<file path="src/verilog/irq_ctl_pkg.sv">
// constants for the interrupt control and status block
package irq_ctl_pkg;
    // ------------------------------------------------------------
    // sizes
    // ------------------------------------------------------------
    localparam int NSRC = 14;
    localparam int NEXT = 5;
    localparam int PRI_W = 3;
    localparam int IDX_W = 4;

    // ------------------------------------------------------------
    // register byte offsets
    // ------------------------------------------------------------
    localparam logic [5:0] OFF_STATUS_WORD = 6'h00;
    localparam logic [5:0] OFF_CORE_CTRL = 6'h04;
    localparam logic [5:0] OFF_GCTRL1 = 6'h08;
    localparam logic [5:0] OFF_GCTRL2 = 6'h0c;
    localparam logic [5:0] OFF_FLAG0 = 6'h10;
    localparam logic [5:0] OFF_ENABLE0 = 6'h14;
    localparam logic [5:0] OFF_PRIO0 = 6'h18;
    localparam logic [5:0] OFF_PRIO1 = 6'h1c;
    localparam logic [5:0] OFF_PRIO2 = 6'h20;
    localparam logic [5:0] OFF_PRIO3 = 6'h24;
    localparam logic [5:0] OFF_PENDING = 6'h28;
    localparam logic [5:0] OFF_EVT_STATUS = 6'h2c;
    localparam logic [5:0] OFF_EVT_MASK = 6'h30;

    // ------------------------------------------------------------
    // field positions and masks
    // ------------------------------------------------------------
    localparam int SR_PRI_LSB = 5;
    localparam int CORE_EXT_BIT = 3;
    localparam int G1_NEST_BIT = 15;
    localparam int G1_ARITH_BIT = 4;
    localparam int G1_ADDR_BIT = 3;
    localparam int G1_STACK_BIT = 2;
    localparam int G1_OSC_BIT = 1;
    localparam int G2_TABLE_BIT = 15;
    localparam int G2_DEFER_BIT = 14;
    localparam int PEND_LVL_LSB = 8;
    localparam int PRI_STRIDE = 4;
    localparam int RSVD_SRC = 4;
    localparam logic [15:0] FLAG0_MASK = 16'h3fef;
    localparam logic [15:0] PRIO_MASK = 16'h7777;
    localparam logic [15:0] PRIO3_MASK = 16'h0077;
    localparam logic [15:0] G1_MASK = 16'h801e;
    localparam logic [15:0] G2_MASK = 16'h801f;
    localparam logic [2:0] EVT_MASK = 3'h7;
    localparam int EVT_VECTOR = 0;
    localparam int EVT_TRAP = 1;
    localparam int EVT_EDGE = 2;

    // ------------------------------------------------------------
    // reset values and vector constants
    // ------------------------------------------------------------
    localparam logic [15:0] REG_RESET = 16'h0000;
    localparam logic [2:0] PRI_FIELD_MAX = 3'h7;
    localparam logic [6:0] USER_VEC_BASE = 7'h08;
    localparam logic [8:0] DEFAULT_TABLE_BASE = 9'h004;
    localparam logic [8:0] ALT_TABLE_BASE = 9'h104;
endpackage : irq_ctl_pkg

</file>
<file path="src/verilog/irq_control.sv">
// interrupt control and status registers with cpu request logic
//
// How it works
// each source owns a flag; hardware sets it, software write clears it
// a source's request passes only while its enable bit is set
// each user source has a writable 3-bit priority, eight levels
// pending register latches 7-bit vector number and 4-bit level
// bit positions follow vector order; external 0 sits at bit 0
// cpu level is extension bit over the 3-bit status field
// field value 7 blocks every user interrupt; extension adds 8
// cpu priority field is writable except while nesting is disabled
// software can never set the extension bit
// nesting disable set means no interrupt nests into another
// control 1 holds overflow, address, stack, oscillator trap flags
// control 2 bit 15 selects the vector table
// control 2 bits 4..0 pick edge polarity, 1 falling, 0 rising
// flag register 0 maps converter down to external 0, bit 4 reserved
// unimplemented bits read zero and ignore writes
// table select set takes vectors from the alternate table
// request only when flag, enable set and priority above level
// deferral status bit reads 1 while a disable instruction runs
//
// The implementer's own choices: the address map and the Avalon-MM slave port.
`timescale 1ns/1ns
`default_nettype none
module irq_control
    import irq_ctl_pkg::*;
(
    input wire logic CLK,
    input wire logic RST_B,
    input wire logic [5:0] AVS_ADDRESS,
    input wire logic AVS_READ,
    input wire logic AVS_WRITE,
    input wire logic [31:0] AVS_WRITEDATA,
    input wire logic [3:0] AVS_BYTEENABLE,
    output logic [31:0] AVS_READDATA,
    output logic AVS_WAITREQUEST,
    input wire logic [NSRC-1:0] SRC_SET,
    input wire logic [NEXT-1:0] EXT_IRQ,
    input wire logic TRAP_ARITH,
    input wire logic TRAP_ADDR,
    input wire logic TRAP_STACK,
    input wire logic TRAP_OSC,
    input wire logic TRAP_TAKEN,
    input wire logic INT_ACK,
    input wire logic ISR_RETURN,
    input wire logic DEFER_ACTIVE,
    output logic INT_REQ,
    output logic [6:0] PEND_VECTOR,
    output logic [8:0] VECTOR_ADDR,
    output logic [3:0] CPU_LEVEL,
    output logic ALT_TABLE,
    output logic [NEXT-1:1] EXT_EDGE,
    output logic IRQ
);
    // ------------------------------------------------------------
    // state
    // ------------------------------------------------------------
    logic ack_reg;
    logic [31:0] rdata_reg;
    logic [2:0] pri_field_reg;
    logic [2:0] saved_field_reg;
    logic ext_bit_reg;
    logic [15:0] gctrl1_reg;
    logic [15:0] gctrl2_reg;
    logic [15:0] flag_reg;
    logic [15:0] enable_reg;
    logic [15:0] prio_reg [4];
    logic [6:0] pend_vec_reg;
    logic [3:0] pend_lvl_reg;
    logic [8:0] vec_addr_reg;
    logic [2:0] evt_reg;
    logic [2:0] evt_mask_reg;
    logic [NEXT-1:0] ext_meta_reg;
    logic [NEXT-1:0] ext_sync_reg;
    logic [NEXT-1:0] ext_prev_reg;
    logic [NEXT-1:0] ext_edge_reg;

    // ------------------------------------------------------------
    // helpers
    // ------------------------------------------------------------
    // byte-lane merge of a 16-bit register, unimplemented bits forced low
    function automatic logic [15:0] merge(input logic [15:0] old, input logic [15:0] wd,
                                          input logic [1:0] be, input logic [15:0] mask);
        merge = {be[1] ? wd[15:8] : old[15:8], be[0] ? wd[7:0] : old[7:0]} & mask;
    endfunction : merge

    // ------------------------------------------------------------
    // bus decode
    // ------------------------------------------------------------
    // one wait state, then the access completes
    wire logic bus_req = AVS_READ | AVS_WRITE;
    wire logic wr_go = AVS_WRITE & ack_reg;
    wire logic [15:0] wd = AVS_WRITEDATA[15:0];
    wire logic [1:0] be = AVS_BYTEENABLE[1:0];
    wire logic wr_sr = wr_go && AVS_ADDRESS == OFF_STATUS_WORD;
    wire logic wr_core = wr_go && AVS_ADDRESS == OFF_CORE_CTRL;
    wire logic wr_g1 = wr_go && AVS_ADDRESS == OFF_GCTRL1;
    wire logic wr_g2 = wr_go && AVS_ADDRESS == OFF_GCTRL2;
    wire logic wr_flag = wr_go && AVS_ADDRESS == OFF_FLAG0;
    wire logic wr_en = wr_go && AVS_ADDRESS == OFF_ENABLE0;
    wire logic wr_evt = wr_go && AVS_ADDRESS == OFF_EVT_STATUS && be[0];
    wire logic wr_emask = wr_go && AVS_ADDRESS == OFF_EVT_MASK && be[0];
    wire logic [3:0] wr_prio = {wr_go && AVS_ADDRESS == OFF_PRIO3,
                                wr_go && AVS_ADDRESS == OFF_PRIO2,
                                wr_go && AVS_ADDRESS == OFF_PRIO1,
                                wr_go && AVS_ADDRESS == OFF_PRIO0};
    assign AVS_WAITREQUEST = bus_req & ~ack_reg;
    assign AVS_READDATA = rdata_reg;

    // ------------------------------------------------------------
    // arbitration
    // ------------------------------------------------------------
    logic [NSRC*PRI_W-1:0] prio_flat;
    logic arb_valid;
    logic [IDX_W-1:0] arb_idx;
    logic [PRI_W-1:0] arb_prio;
    // bit order
    // source i takes priority slot i mod 4 of priority register i div 4
    always_comb begin
        prio_flat = '0;
        for (int i = 0; i < NSRC; i++) begin
            prio_flat[i*PRI_W +: PRI_W] = prio_reg[i/4][(i%4)*PRI_STRIDE +: PRI_W];
        end
    end

    // level form
    wire logic [3:0] cpu_level = {ext_bit_reg, pri_field_reg};
    // level block
    // field 7 or any extension level stays at or above every 3-bit priority
    irq_arbiter u_arb (
        .flags(flag_reg[NSRC-1:0]),
        .enables(enable_reg[NSRC-1:0]),
        .prios(prio_flat),
        .cpu_level(cpu_level),
        .req_valid(arb_valid),
        .win_idx(arb_idx),
        .win_prio(arb_prio)
    );
    // cpu request
    assign INT_REQ = arb_valid;
    wire logic take = INT_ACK & arb_valid;
    wire logic [6:0] take_vec = 7'({3'h0, arb_idx}) + USER_VEC_BASE;

    // ------------------------------------------------------------
    // external pins and trap events
    // ------------------------------------------------------------
    // edge polarity
    // falling edge when the polarity bit is 1, rising when 0
    wire logic [NEXT-1:0] pol = gctrl2_reg[NEXT-1:0];
    wire logic [NEXT-1:0] edge_now = (pol & ext_prev_reg & ~ext_sync_reg) |
                                     (~pol & ~ext_prev_reg & ext_sync_reg);
    assign EXT_EDGE = ext_edge_reg[NEXT-1:1];
    // trap flags
    wire logic [15:0] trap_set = 16'(TRAP_ARITH) << G1_ARITH_BIT | 16'(TRAP_ADDR) << G1_ADDR_BIT |
                                 16'(TRAP_STACK) << G1_STACK_BIT | 16'(TRAP_OSC) << G1_OSC_BIT;
    // flag map
    // external 0 rides on bit 0, bit 4 has no source
    wire logic [15:0] flag_set = {2'h0, SRC_SET | {{(NSRC-1){1'b0}}, ext_edge_reg[0]}} &
                                 FLAG0_MASK;
    wire logic [2:0] evt_set = {|ext_edge_reg, |trap_set, take};

    // ------------------------------------------------------------
    // next values
    // ------------------------------------------------------------
    // flag update
    // hardware set wins over a clearing write in the same cycle
    wire logic [15:0] flag_next = (wr_flag ? merge(flag_reg, wd, be, FLAG0_MASK) : flag_reg) |
                                  flag_set;
    wire logic [15:0] g1_next = (wr_g1 ? merge(gctrl1_reg, wd, be, G1_MASK) : gctrl1_reg) |
                                trap_set;
    wire logic nest_dis = gctrl1_reg[G1_NEST_BIT];
    logic [2:0] pri_field_next;
    logic ext_bit_next;
    // field write
    // no nesting
    // a taken interrupt raises the field; with nesting off it goes to 7
    always_comb begin
        pri_field_next = pri_field_reg;
        if (take) begin
            pri_field_next = nest_dis ? PRI_FIELD_MAX : arb_prio;
        end else if (ISR_RETURN) begin
            pri_field_next = saved_field_reg;
        end else if (wr_sr && be[0] && !nest_dis) begin
            pri_field_next = wd[SR_PRI_LSB +: 3];
        end
    end
    // extension bit
    // software may only clear it; trap entry sets it and wins
    always_comb begin
        ext_bit_next = ext_bit_reg;
        if (ISR_RETURN || (wr_core && be[0] && !wd[CORE_EXT_BIT])) begin
            ext_bit_next = 1'b0;
        end
        if (TRAP_TAKEN) begin
            ext_bit_next = 1'b1;
        end
    end

    // ------------------------------------------------------------
    // readback
    // ------------------------------------------------------------
    // zero fill
    logic [15:0] rd_word;
    always_comb begin
        unique case (AVS_ADDRESS)
            OFF_STATUS_WORD: rd_word = 16'({pri_field_reg, 5'h00});
            OFF_CORE_CTRL: rd_word = 16'({ext_bit_reg, 3'h0});
            OFF_GCTRL1: rd_word = gctrl1_reg;
            // deferral status
            OFF_GCTRL2: rd_word = gctrl2_reg | (16'(DEFER_ACTIVE) << G2_DEFER_BIT);
            OFF_FLAG0: rd_word = flag_reg;
            OFF_ENABLE0: rd_word = enable_reg;
            OFF_PRIO0: rd_word = prio_reg[0];
            OFF_PRIO1: rd_word = prio_reg[1];
            OFF_PRIO2: rd_word = prio_reg[2];
            OFF_PRIO3: rd_word = prio_reg[3];
            // pending layout
            OFF_PENDING: rd_word = {4'h0, pend_lvl_reg, 1'b0, pend_vec_reg};
            OFF_EVT_STATUS: rd_word = {13'h0000, evt_reg};
            OFF_EVT_MASK: rd_word = {13'h0000, evt_mask_reg};
            default: rd_word = 16'h0000;
        endcase
    end

    // ------------------------------------------------------------
    // registers
    // ------------------------------------------------------------
    // bus handshake and read data
    always_ff @(posedge CLK) begin
        if (!RST_B) begin
            ack_reg <= 1'b0;
            rdata_reg <= 32'h0000_0000;
        end else begin
            ack_reg <= bus_req & ~ack_reg;
            rdata_reg <= AVS_READ ? {16'h0000, rd_word} : 32'h0000_0000;
        end
    end

    // cpu priority state
    always_ff @(posedge CLK) begin
        if (!RST_B) begin
            pri_field_reg <= 3'h0;
            saved_field_reg <= 3'h0;
            ext_bit_reg <= 1'b0;
        end else begin
            pri_field_reg <= pri_field_next;
            saved_field_reg <= take ? pri_field_reg : saved_field_reg;
            ext_bit_reg <= ext_bit_next;
        end
    end

    // table select
    // enables
    // priority fields
    always_ff @(posedge CLK) begin
        if (!RST_B) begin
            gctrl1_reg <= REG_RESET;
            gctrl2_reg <= REG_RESET;
            flag_reg <= REG_RESET;
            enable_reg <= REG_RESET;
            for (int k = 0; k < 4; k++) begin
                prio_reg[k] <= REG_RESET;
            end
        end else begin
            gctrl1_reg <= g1_next;
            gctrl2_reg <= wr_g2 ? merge(gctrl2_reg, wd, be, G2_MASK) : gctrl2_reg;
            flag_reg <= flag_next;
            enable_reg <= wr_en ? merge(enable_reg, wd, be, FLAG0_MASK) : enable_reg;
            for (int k = 0; k < 4; k++) begin
                if (wr_prio[k]) begin
                    prio_reg[k] <= merge(prio_reg[k], wd, be, k == 3 ? PRIO3_MASK : PRIO_MASK);
                end
            end
        end
    end

    // vector latch
    // alternate table
    always_ff @(posedge CLK) begin
        if (!RST_B) begin
            pend_vec_reg <= 7'h00;
            pend_lvl_reg <= 4'h0;
            vec_addr_reg <= 9'h000;
        end else if (take) begin
            pend_vec_reg <= take_vec;
            pend_lvl_reg <= {1'b0, arb_prio};
            vec_addr_reg <= (gctrl2_reg[G2_TABLE_BIT] ? ALT_TABLE_BASE : DEFAULT_TABLE_BASE) +
                            {1'b0, take_vec, 1'b0};
        end
    end

    // pin synchronisers and edge capture
    always_ff @(posedge CLK) begin
        if (!RST_B) begin
            ext_meta_reg <= '0;
            ext_sync_reg <= '0;
            ext_prev_reg <= '0;
            ext_edge_reg <= '0;
        end else begin
            ext_meta_reg <= EXT_IRQ;
            ext_sync_reg <= ext_meta_reg;
            ext_prev_reg <= ext_sync_reg;
            ext_edge_reg <= edge_now;
        end
    end

    // event status, write one to clear, set wins
    always_ff @(posedge CLK) begin
        if (!RST_B) begin
            evt_reg <= 3'h0;
            evt_mask_reg <= 3'h0;
        end else begin
            evt_reg <= ((wr_evt ? evt_reg & ~wd[2:0] : evt_reg) | evt_set) & EVT_MASK;
            evt_mask_reg <= wr_emask ? wd[2:0] : evt_mask_reg;
        end
    end

    assign IRQ = |(evt_reg & evt_mask_reg);
    assign PEND_VECTOR = pend_vec_reg;
    assign VECTOR_ADDR = vec_addr_reg;
    assign CPU_LEVEL = cpu_level;
    assign ALT_TABLE = gctrl2_reg[G2_TABLE_BIT];
endmodule : irq_control
`default_nettype wire

</file>
<file path="src/verilog/irq_arbiter.sv">
// winner search among pending, enabled sources
`timescale 1ns/1ns
`default_nettype none
module irq_arbiter
    import irq_ctl_pkg::*;
(
    input wire logic [NSRC-1:0] flags,
    input wire logic [NSRC-1:0] enables,
    input wire logic [NSRC*PRI_W-1:0] prios,
    input wire logic [3:0] cpu_level,
    output logic req_valid,
    output logic [IDX_W-1:0] win_idx,
    output logic [PRI_W-1:0] win_prio
);
    // ------------------------------------------------------------
    // search
    // ------------------------------------------------------------
    // a source beats the level only with a strictly higher priority
    function automatic logic beats(input logic [PRI_W-1:0] p, input logic [3:0] lvl);
        beats = {1'b0, p} > lvl;
    endfunction : beats

    // scan down so that an equal priority at a lower index wins
    always_comb begin
        req_valid = 1'b0;
        win_idx = '0;
        win_prio = '0;
        for (int i = NSRC - 1; i >= 0; i--) begin
            if (flags[i] && enables[i] && beats(prios[i*PRI_W +: PRI_W], cpu_level) &&
                (!req_valid || prios[i*PRI_W +: PRI_W] >= win_prio)) begin
                req_valid = 1'b1;
                win_idx = IDX_W'(i);
                win_prio = prios[i*PRI_W +: PRI_W];
            end
        end
    end
endmodule : irq_arbiter
`default_nettype wire

</file>
<file path="config.mk">
export PLATFORM = sky130hd
export DESIGN_NAME = irq_control
export DESIGN_NICKNAME = d
export VERILOG_FILES = /design/src/verilog/irq_ctl_pkg.sv /design/src/verilog/irq_control.sv /design/src/verilog/irq_arbiter.sv
export SDC_FILE = /design/constraint.sdc
export NUM_CORES = 1
export LEC_CHECK = 0
export ABC_CLOCK_PERIOD_IN_PS = 18470
export BUFFER_PORTS_ARGS = -buffer_cell sky130_fd_sc_hd__buf_4
export CORE_UTILIZATION = 52
export CTS_BUF_LIST = sky130_fd_sc_hd__clkbuf_16
export DETAILED_ROUTE_END_ITERATION = 8
export GPL_ROUTABILITY_DRIVEN = 0
export HOLD_SLACK_MARGIN = 0.08
export PLACE_DENSITY_LB_ADDON = 0.15
export SYNTH_ARGS = -nofsm -noshare
export SYNTH_HDL_FRONTEND = slang
export SYNTH_SLANG_ARGS = --single-unit
</file>
<file path="constraint.sdc">
create_clock -name CLK -period 18.47 [get_ports CLK]
set_input_delay 3.694 -clock CLK [delete_from_list [all_inputs] [get_ports CLK]]
set_output_delay 3.694 -clock CLK [all_outputs]
set_load 0.02 [all_outputs]
</file>
==> results.json, run 1 <==
{
  "status": "complete, no violations",
  "min_path_type": "reg2reg",
  "setup.worst_path.end_class": "register",
  "hold_viol": 0,
  "worstMarginPinSlew_ps": 1070,
  "syn-instance-count": 1000,
  "area_growth_syn_to_layout_pct": 19.5,
  "hold_slack_ps": 434,
  "track_usage_pct": 30.9,
  "whs_endpoint": "ext_sync_reg[3]$_SDFF_PN0_",
  "p_sw_share_pct": 27.3,
  "power.share.clock_pct": 45.1,
  "final_util_pct": 63.6,
  "nNetsFinal": 1257,
  "drt_iter0_markers": 1089,
  "ys_types": 82,
  "numCtsBuffers": 17,
  "cts_tree": "yes",
  "initial_core_util_pct": 53.2,
  "cp_common_cell": "ha_1",
  "wl_um": 27500,
  "power_frac_seq_pct": 45.6,
  "timing.fmax_mhz": 56.5,
  "clkTransAtPathRegs_ps": 60,
  "crit_arrival_ps": 18000,
  "syn_area_um2": 8800,
  "maxSlewViolCount": 0,
  "finClkSkew_ps": 10.5,
  "async_reset_ff_share_pct": 0,
  "grt_max_degree": 65,
  "htreeDepth": 4,
  "antenna_found_initial": 0,
  "die_y_um": 132,
  "final_antenna_net_count": 0,
  "io_pins": 133,
  "rows": 47,
  "setup_viol": 0,
  "clk_latency_ps": 440,
  "drc": 0,
  "coreArea_um2": 16500,
  "grt_pass1_vias": 7307,
  "min_period_ps": 17710,
  "syn_avg_cell_area_um2": 8.80,
  "hold_path_startpoint": "ext_meta_reg[3]$_SDFF_PN0_",
  "io_buffer_count": 92,
  "ys.flop_type": "dfxtp_1",
  "cp-start-kind": "register",
  "grt-ovfl-total": 0,
  "slew_headroom_pct": 27.8,
  "period_share_pct": 95.9,
  "grt_pass1_wl_um": 40800,
  "combPwrFrac_pct": 9.3,
  "slowest_delay_ps": 410,
  "worstSetupPathType": "reg2reg",
  "ys_ff_latch": 142,
  "firstDrtPassIters": 6,
  "power.density_nw_per_um2": 70.5,
  "drv_cap": 0,
  "synth-edff-count": 42,
  "antennaDiodeCount": 0,
  "regArea_um2": 3260,
  "cp.required_ps": 18760,
  "switching_power_w": 0.000202,
  "via_per_inst": 6.16,
  "cts_buffer_depth": 2,
  "die-area_um2": 17400,
  "rr_worst_depth": 88,
  "drive_gt1_share_pct": 19.3,
  "ys_seq_area_share_pct": 37.1,
  "multiInputGateArea_um2": 5160,
  "holdPathStages": 1,
  "yosys_warnings": 0,
  "wl_per_cell_um": 20.5,
  "crit_start": "pri_field_reg[2]$_SDFFE_PN0P_",
  "hpwl_um": 20000,
  "largest_reg_flops": 42,
  "vdd_ir_drop_max_v": 0.0000750,
  "die_w_um": 132,
  "vias": 8280,
  "clockRootBuffer": "clkbuf_16",
  "worst-r2r-setup-slack_ps": 760,
  "crit_fanout": 13,
  "fillers": 1391,
  "regToRegStartpoint": "pri_field_reg[2]$_SDFFE_PN0P_",
  "p_leak_nw": 4.47,
  "cts_sinks": 142,
  "r2r-end": "VECTOR_ADDR[3]$_SDFFE_PN0P_",
  "internal_power_w": 0.000539,
  "crit_path_top_delay_cell": "mux2_4"
}
[layout make-up]
class                      count  share of cell area, %
multi-input combinational    759                   49.1
tap                          220                   2.62
clock inverter                14                   1.09
clock buffer                  18                   4.28
inverter                      53                   1.89
sequential                   142                   31.0
timing repair buffer         138                   10.0
[cells in the final DEF, fill, tap and decap left out, types with 8 or more instances in the layout]
cell type,instances
o21ai_0,20
and3_1,27
a31oi_1,15
inv_1,52
and2_1,25
nand3b_1,8
nor3_1,13
a21o_1,17
conb_1,21
nor2_1,84
mux2i_1,29
buf_4,136
a22oi_1,17
dfxtp_1,100
ha_1,73
edfxtp_1,42
nand2b_1,16
a222oi_1,16
a21oi_1,91
nand3_1,38
nand2_1,116
clkbuf_16,18
[through the flow]
step / cell area, um^2 / setup WS, ps / power (W) / setup TNS (ps) / std cells
2_1_floorplan: 8870 / 418 / 0.000384 / 0 / 1020
3_3_place_gp: 9650 / 389 / 0.000408 / 0 / 1290
3_5_place_dp: 9650 / 245 / 0.000410 / 0 / 1290
4_1_cts: 10200 / 182 / 0.000738 / 0 / 1322
5_1_grt: 10500 / -244 / 0.000760 / -1560 / 1344
6_report: 10500 / 760 / 0.000741 / 0 / 1344
[critical path, delay by kind of cell (launching register included)]
kind	cells	cell delay, ps
compound gates	35	7050
fa+ha+maj	15	4020
flops	1	380
buf+inv	5	680
mux	4	1400
simple gates	29	4050
[cell usage after synthesis, types with 5 or more instances]
master    count  area share [%]
nand2_1     116             4.9
dfxtp_1     100              23
a21oi_1      93             5.3
nor2_1       87             3.7
ha_1         73              10
inv_1        52             2.2
edfxtp_1     42              14
nand3_1      39             2.2
clkbuf_1     32             1.4
mux2i_1      29             3.3
and3_1       27             1.9
buf_4        27             2.3
and2_1       25             1.8
o21ai_0      21             1.2
a22oi_1      19             1.6
a21o_1       17             1.5
a222oi_1     16             1.8
nand2b_1     16             1.1
a31oi_1      15             1.1
nor3_1       14            0.80
nand3b_1      8            0.68
nor3b_1       7            0.60
nor4_1        7            0.50
a211oi_1      6            0.51
nor2b_1       6            0.43
or3_1         6            0.43
o21a_1        5            0.43
[power by group through the flow]
stage	clock, W	combinational, W	sequential (W)
after detailed placement	0	0.0000655	0.000345
final	0.000335	0.0000687	0.000338
after global routing	0.000347	0.0000745	0.000338
after CTS	0.000335	0.0000659	0.000338
after floorplan	0	0.0000432	0.000341
after global placement	0	0.0000641	0.000344
[routing by layer]
layer	track usage (%)	vias to the layer above	wire (um)
met3	5.04	80	2550
met1	41.6	3890	11400
met4	14.1	0	1070
met5	0	-	0
met2	48.7	476	12500
li1	-	3834	-
[cells by family after synthesis]
kind of cell | synth area share, %
adders and majority gates | 10.5
DFF | 37.1
other | 0.0426
buffers and inverters | 6.44
AOI/OAI and AO/OA | 20.5
muxes | 4.15
and+or+nand+nor | 21.2
[repair_timing]
| action | CTS | global route |
|---|---|---|
| endpoints found under the hold margin | 0 | 0 |
| setup endpoints to repair | 0 | 15 |
| resized for setup | 0 | 23 |
| hold buffers | 0 | 0 |
| setup buffers | 0 | 21 |
[how the worst max path moves through the flow]
stage	end	slack, ps	cells after the start
after floorplan	pri_field_reg[0]$_SDFFE_PN0P_	420	86
after global placement	VECTOR_ADDR[3]$_SDFFE_PN0P_	390	84
after detailed placement	VECTOR_ADDR[3]$_SDFFE_PN0P_	250	84
after CTS	VECTOR_ADDR[3]$_SDFFE_PN0P_	180	84
after global routing	VECTOR_ADDR[3]$_SDFFE_PN0P_	-240	90
final	VECTOR_ADDR[3]$_SDFFE_PN0P_	760	88
Note: power is estimated with default switching activity, not from simulation.
==> inputs of run 2 (changes only) <==
--- a/config.mk
+++ b/config.mk
@@ -5,6 +5,7 @@
 export SDC_FILE = /design/constraint.sdc
 export NUM_CORES = 1
 export LEC_CHECK = 0
+export ABC_AREA = 1
 export ABC_CLOCK_PERIOD_IN_PS = 18470
 export BUFFER_PORTS_ARGS = -buffer_cell sky130_fd_sc_hd__buf_4
 export CORE_UTILIZATION = 52
==> results.json, run 2 <==
{
  "vdd_ir_drop_max_v": 0.0000612,
  "slew_headroom_pct": 26.9,
  "via_per_inst": 5.51,
  "cp.required_ps": 18800,
  "hold_slack_ps": 415,
  "clockRootBuffer": "clkbuf_16",
  "setup_viol": 0,
  "final_util_pct": 62.5,
  "io_buffer_count": 92,
  "regToRegStartpoint": "pri_field_reg[2]$_SDFFE_PN0P_",
  "numCtsBuffers": 17,
  "die_w_um": 131,
  "clk_latency_ps": 430,
  "yosys_warnings": 0,
  "drc": 0,
  "vias": 8159,
  "dpl_worst_slack_ps": 3200,
  "worstSetupPathType": "reg2reg",
  "nNetsFinal": 1399,
  "ys.flop_type": "dfxtp_1",
  "setup.worst_path.end_class": "register",
  "ys_seq_area_share_pct": 37.6,
  "synth.area.top_cells": "dfxtp_1 23%, edfxtp_1 15%, ha_1 11%, inv_1 8.5%, nand2_1 8.4%",
  "hpwl_um": 19700,
  "p_leak_nw": 4.80,
  "syn-instance-count": 1162,
  "wl_um": 25900,
  "rsz0062_at_grt": "no",
  "drt_iter0_markers": 788,
  "cp-start-kind": "register",
  "drv_cap": 0,
  "crit_start": "pri_field_reg[2]$_SDFFE_PN0P_",
  "synth-edff-count": 42,
  "htreeDepth": 4,
  "layout_common_cells": "197 x inv_1, 195 x nand2_1, 154 x nor2_1, 100 x dfxtp_1, 99 x buf_4",
  "setup_tns_ps": 0,
  "antenna_found_initial": 0,
  "post_cts_resized": 0,
  "fillers": 1470,
  "ys_types": 50,
  "syn_avg_cell_area_um2": 7.46,
  "post_cts_buffers": 0,
  "power.density_nw_per_um2": 74.5,
  "cp_common_cell": "nand2_1",
  "syn_area_um2": 8670,
  "largest_reg_flops": 42,
  "ctsHoldBuffers": 0,
  "worstMarginPinSlew_ps": 1080,
  "crit_arrival_ps": 15910,
  "clkTransAtPathRegs_ps": 60,
  "cts_sinks": 142,
  "hold_viol": 0,
  "finClkSkew_ps": 8.17,
  "placed_area_um2": 9460,
  "min_period_ps": 15580,
  "rows": 46,
  "final_area_um2": 10000,
  "regArea_um2": 3260,
  "grt_max_degree": 71,
  "wl_per_cell_um": 17.5,
  "grt_pass1_wl_um": 40900,
  "slowest_delay_ps": 440,
  "final_antenna_net_count": 0,
  "antennaDiodeCount": 0,
  "firstDrtPassIters": 5,
  "initial_core_util_pct": 54.0,
  "timing.fmax_mhz": 64.2,
  "async_reset_ff_share_pct": 0,
  "final_common_cell": "inv_1",
  "cts_buffer_depth": 2,
  "track_usage_pct": 31.1,
  "ys_ff_latch": 142,
  "crit_fanout": 14,
  "drive_gt1_share_pct": 13.8,
  "yosysTopAreaCell": "dfxtp_1",
  "area_growth_syn_to_layout_pct": 15.8,
  "die_y_um": 131,
  "use_met2_pct": 49.1,
  "crit_path_top_delay_cell": "dfxtp_1",
  "period_share_pct": 84.4,
  "netlist.area_leader.share_pct": 23.1,
  "setup_ws_ps": 2890,
  "grt-busiest-layer": "met2",
  "multiInputGateArea_um2": 4430,
  "status": "complete, no violations",
  "yosysMostFrequentCell": "inv_1",
  "grtUsageMet1_pct": 39.7,
  "die-area_um2": 17200,
  "grt_pass1_vias": 7655,
  "maxSlewViolCount": 0,
  "io_pins": 133,
  "hold_path_startpoint": "ext_meta_reg[0]$_SDFF_PN0_",
  "met3_usage_pct": 8.18,
  "netlist_top_cells_count": "197 x inv_1, 195 x nand2_1, 154 x nor2_1",
  "min_path_type": "reg2reg",
  "cts_tree": "yes",
  "grt-ovfl-total": 0,
  "coreArea_um2": 16100
}
==> run 2: metal layers <==
| layer | routed length, um | up-vias |
|---|---|---|
| met3 | 2450 | 81 |
| li1 | - | 3965 |
| met5 | 0 | - |
| met1 | 10900 | 3719 |
| met4 | 1020 | 0 |
| met2 | 11600 | 394 |
==> run 2: through the flow <==
| stage | instances | total power, W |
|---|---|---|
| floorplan | 1182 | 0.000390 |
| global placement | 1450 | 0.000413 |
| detailed placement | 1450 | 0.000415 |
| CTS | 1482 | 0.000750 |
| global route | 1482 | 0.000773 |
| finish | 1482 | 0.000749 |
==> run 2: final cells by class <==
cell class	instances	area share, %
clock inverters	14	1.28
inverters	202	7.55
well taps	216	2.69
flip-flops and latches	142	32.5
repair buffers	99	7.40
clock buffers	18	4.48
multi-input cells	791	44.1
==> run 2: path summary, 6_finish.rpt <==
path | endpoint | cells after the start | slack, ps
setup / recovery | VECTOR_ADDR[3]$_SDFFE_PN0P_ | 116 | 2890
hold reg to reg | ext_sync_reg[0]$_SDFF_PN0_ | 2 | 410
setup reg to reg | VECTOR_ADDR[3]$_SDFFE_PN0P_ | 116 | 2890
hold / removal | ext_sync_reg[0]$_SDFF_PN0_ | 2 | 410
==> run 2: cell families (layout without fill, tap and decap cells) <==
group,after synthesis,after routing,synth area share (%)
compound gates,236,236,16.4
fa+ha+maj,73,73,10.5
buf+inv,249,333,12.2
flops,142,142,37.6
other cells,1,21,0.0432
simple gates,461,461,23.2
==> run 2: report_power, final <==
group | internal (W) | total (W) | switching [W]
Combinational | 0.0000260 | 0.0000730 | 0.0000470
Clock | 0.000195 | 0.000339 | 0.000144
Sequential | 0.000329 | 0.000337 | 0.00000768
Total | 0.000550 | 0.000749 | 0.000199
==> run 2: critical path: cells and delay by family (launching register included) <==
family	cells	cell delay, ps
compound gates	31	4480
buf+inv	14	1100
flops	1	440
simple gates	57	5550
fa+ha+maj	14	3860
==> inputs of run 3 (changes only) <==
--- a/config.mk
+++ b/config.mk
@@ -6,7 +6,7 @@
 export NUM_CORES = 1
 export LEC_CHECK = 0
 export ABC_AREA = 1
-export ABC_CLOCK_PERIOD_IN_PS = 18470
+export ABC_CLOCK_PERIOD_IN_PS = 12550
 export BUFFER_PORTS_ARGS = -buffer_cell sky130_fd_sc_hd__buf_4
 export CORE_UTILIZATION = 52
 export CTS_BUF_LIST = sky130_fd_sc_hd__clkbuf_16
==> constraint.sdc (replaced) <==
create_clock -name CLK -period 12.55 [get_ports CLK]
set_input_delay 2.51 -clock CLK [delete_from_list [all_inputs] [get_ports CLK]]
set_output_delay 2.51 -clock CLK [all_outputs]
set_load 0.02 [all_outputs]
==> results.json, run 3 (same netlist as run 2, synthesis figures left out) <==
{
  "area_growth_syn_to_layout_pct": 35.0,
  "slowest_delay_ps": 460,
  "fillers": 1220,
  "final_common_cell": "buf_4",
  "holdPathStages": 2,
  "crit_fanout": 6,
  "multiInputGateArea_um2": 5040,
  "slew_headroom_pct": 35.1,
  "antenna_found_initial": 0,
  "ctsHoldBuffers": 0,
  "setup_ws_ps": -875,
  "maxSlewViolCount": 0,
  "coreArea_um2": 16100,
  "die_y_um": 131,
  "cts_sinks": 142,
  "whs_endpoint": "ext_sync_reg[2]$_SDFF_PN0_",
  "setup.worst_path.end_class": "register",
  "clk_latency_ps": 430,
  "regArea_um2": 3270,
  "crit_path_top_delay_cell": "edfxtp_1",
  "grt_max_degree": 71,
  "wl_um": 29200,
  "final_area_um2": 11700,
  "htreeDepth": 4,
  "vdd_ir_drop_max_v": 0.000102,
  "timing.fmax_mhz": 74.5,
  "vias": 9021,
  "rows": 46,
  "antennaDiodeCount": 0,
  "final_antenna_net_count": 0,
  "worstMarginPinSlew_ps": 964,
  "rsz0062_at_grt": "yes",
  "drt_iter0_markers": 893,
  "layout_common_cells": "232 x buf_4, 188 x inv_1, 159 x nand2_1, 151 x nor2_1, 97 x dfxtp_1",
  "violations": "negative setup slack",
  "rr_worst_depth": 113,
  "placed_area_um2": 10100,
  "wl_per_cell_um": 18.0,
  "io_buffer_count": 92,
  "worstSetupPathType": "reg2reg",
  "hold_path_startpoint": "ext_meta_reg[2]$_SDFF_PN0_",
  "dpl_worst_slack_ps": -992,
  "min_path_type": "reg2reg",
  "firstDrtPassIters": 8,
  "power.density_nw_per_um2": 92.8,
  "clockRootBuffer": "clkbuf_16",
  "track_usage_pct": 33.0,
  "cp_common_cell": "nand2_2",
  "p_leak_nw": 5.63,
  "die_w_um": 131,
  "drive_gt1_share_pct": 31.2,
  "via_per_inst": 5.57,
  "grt_pass1_wl_um": 43500,
  "io_pins": 133,
  "period_share_pct": 107,
  "hpwl_um": 20300,
  "grt_pass1_vias": 8300,
  "hold_viol": 0,
  "cp.required_ps": 12910,
  "clkTransAtPathRegs_ps": 60,
  "finClkSkew_ps": 8.21,
  "numCtsBuffers": 17,
  "die-area_um2": 17200,
  "post-place-cells": 1522,
  "drv_cap": 0,
  "setup_viol": 15,
  "nNetsFinal": 1538,
  "status": "finished with violations",
  "r2r-end": "VECTOR_ADDR[4]$_SDFFE_PN0P_",
  "grt-ovfl-total": 0,
  "drc": 0,
  "crit_start": "prio_reg[3][5]$_SDFFCE_PN0P_",
  "cts_buffer_depth": 2,
  "worst-r2r-setup-slack_ps": -870,
  "final_cells": 1621,
  "cts_tree": "yes",
  "cp-start-kind": "register",
  "regToRegStartpoint": "prio_reg[3][5]$_SDFFCE_PN0P_",
  "final_util_pct": 72.9,
  "crit_arrival_ps": 13790,
  "min_period_ps": 13420,
  "largest_reg_flops": 42,
  "initial_core_util_pct": 54.0
}
==> run 3: worst max path at each step <==
stage                                   to  slack (ps)
2_1_floorplan  VECTOR_ADDR[3]$_SDFFE_PN0P_          -3
3_3_place_gp   VECTOR_ADDR[3]$_SDFFE_PN0P_        -750
3_5_place_dp   VECTOR_ADDR[3]$_SDFFE_PN0P_        -990
4_1_cts        VECTOR_ADDR[3]$_SDFFE_PN0P_        -390
5_1_grt        VECTOR_ADDR[4]$_SDFFE_PN0P_       -1740
6_report       VECTOR_ADDR[4]$_SDFFE_PN0P_        -870
==> run 3: critical path, delay by kind of cell (launching register included) <==
family / cells / cell delay, ps
AOI/OAI and AO/OA: 26 / 2990
buffers and inverters: 9 / 560
and+or+nand+nor: 64 / 5720
DFF: 1 / 460
adders and majority gates: 14 / 3550
==> run 3: routing by layer <==
metal  share of wire, %  vias up  global-route usage, %
li1                   -     4262                      -
met1                 38     4133                   40.8
met2                 47      516                   53.2
met3                 10      110                   8.06
met4                4.4        0                   16.8
met5                  0        -                      0
==> run 3: final cells by class <==
cell class                      instances  area share (%)
Clock inverter                         14           0.780
Timing Repair Buffer                  238            15.5
Tap cell                              216            2.31
Inverter                              202            6.58
Sequential cell                       142            28.0
Clock buffer                           18            3.85
Multi-Input combinational cell        791            43.0
==> run 3: per-stage QoR <==
stage / setup TNS (ps) / total power [W] / hold slack [ps]
after floorplan: -3.20 / 0.000576 / 390
final: -10410 / 0.00109 / 412
after detailed placement: -10450 / 0.000616 / 400
after global placement: -6830 / 0.000613 / 395
after global routing: -23190 / 0.00112 / 423
after CTS: -3400 / 0.00108 / 413
==> run 3: report_power, final <==
| part | internal (W) | switching, W |
|---|---|---|
| registers | 0.000484 | 0.0000125 |
| logic | 0.0000452 | 0.0000741 |
| clock network | 0.000264 | 0.000206 |
==> run 3: repair_timing <==
item | in CTS | in global routing
gates resized for setup | 59 | 71
setup endpoints to repair | 16 | 16
buffers inserted | 58 | 14
pin swaps | 89 | 79
gates cloned | 0 | 0
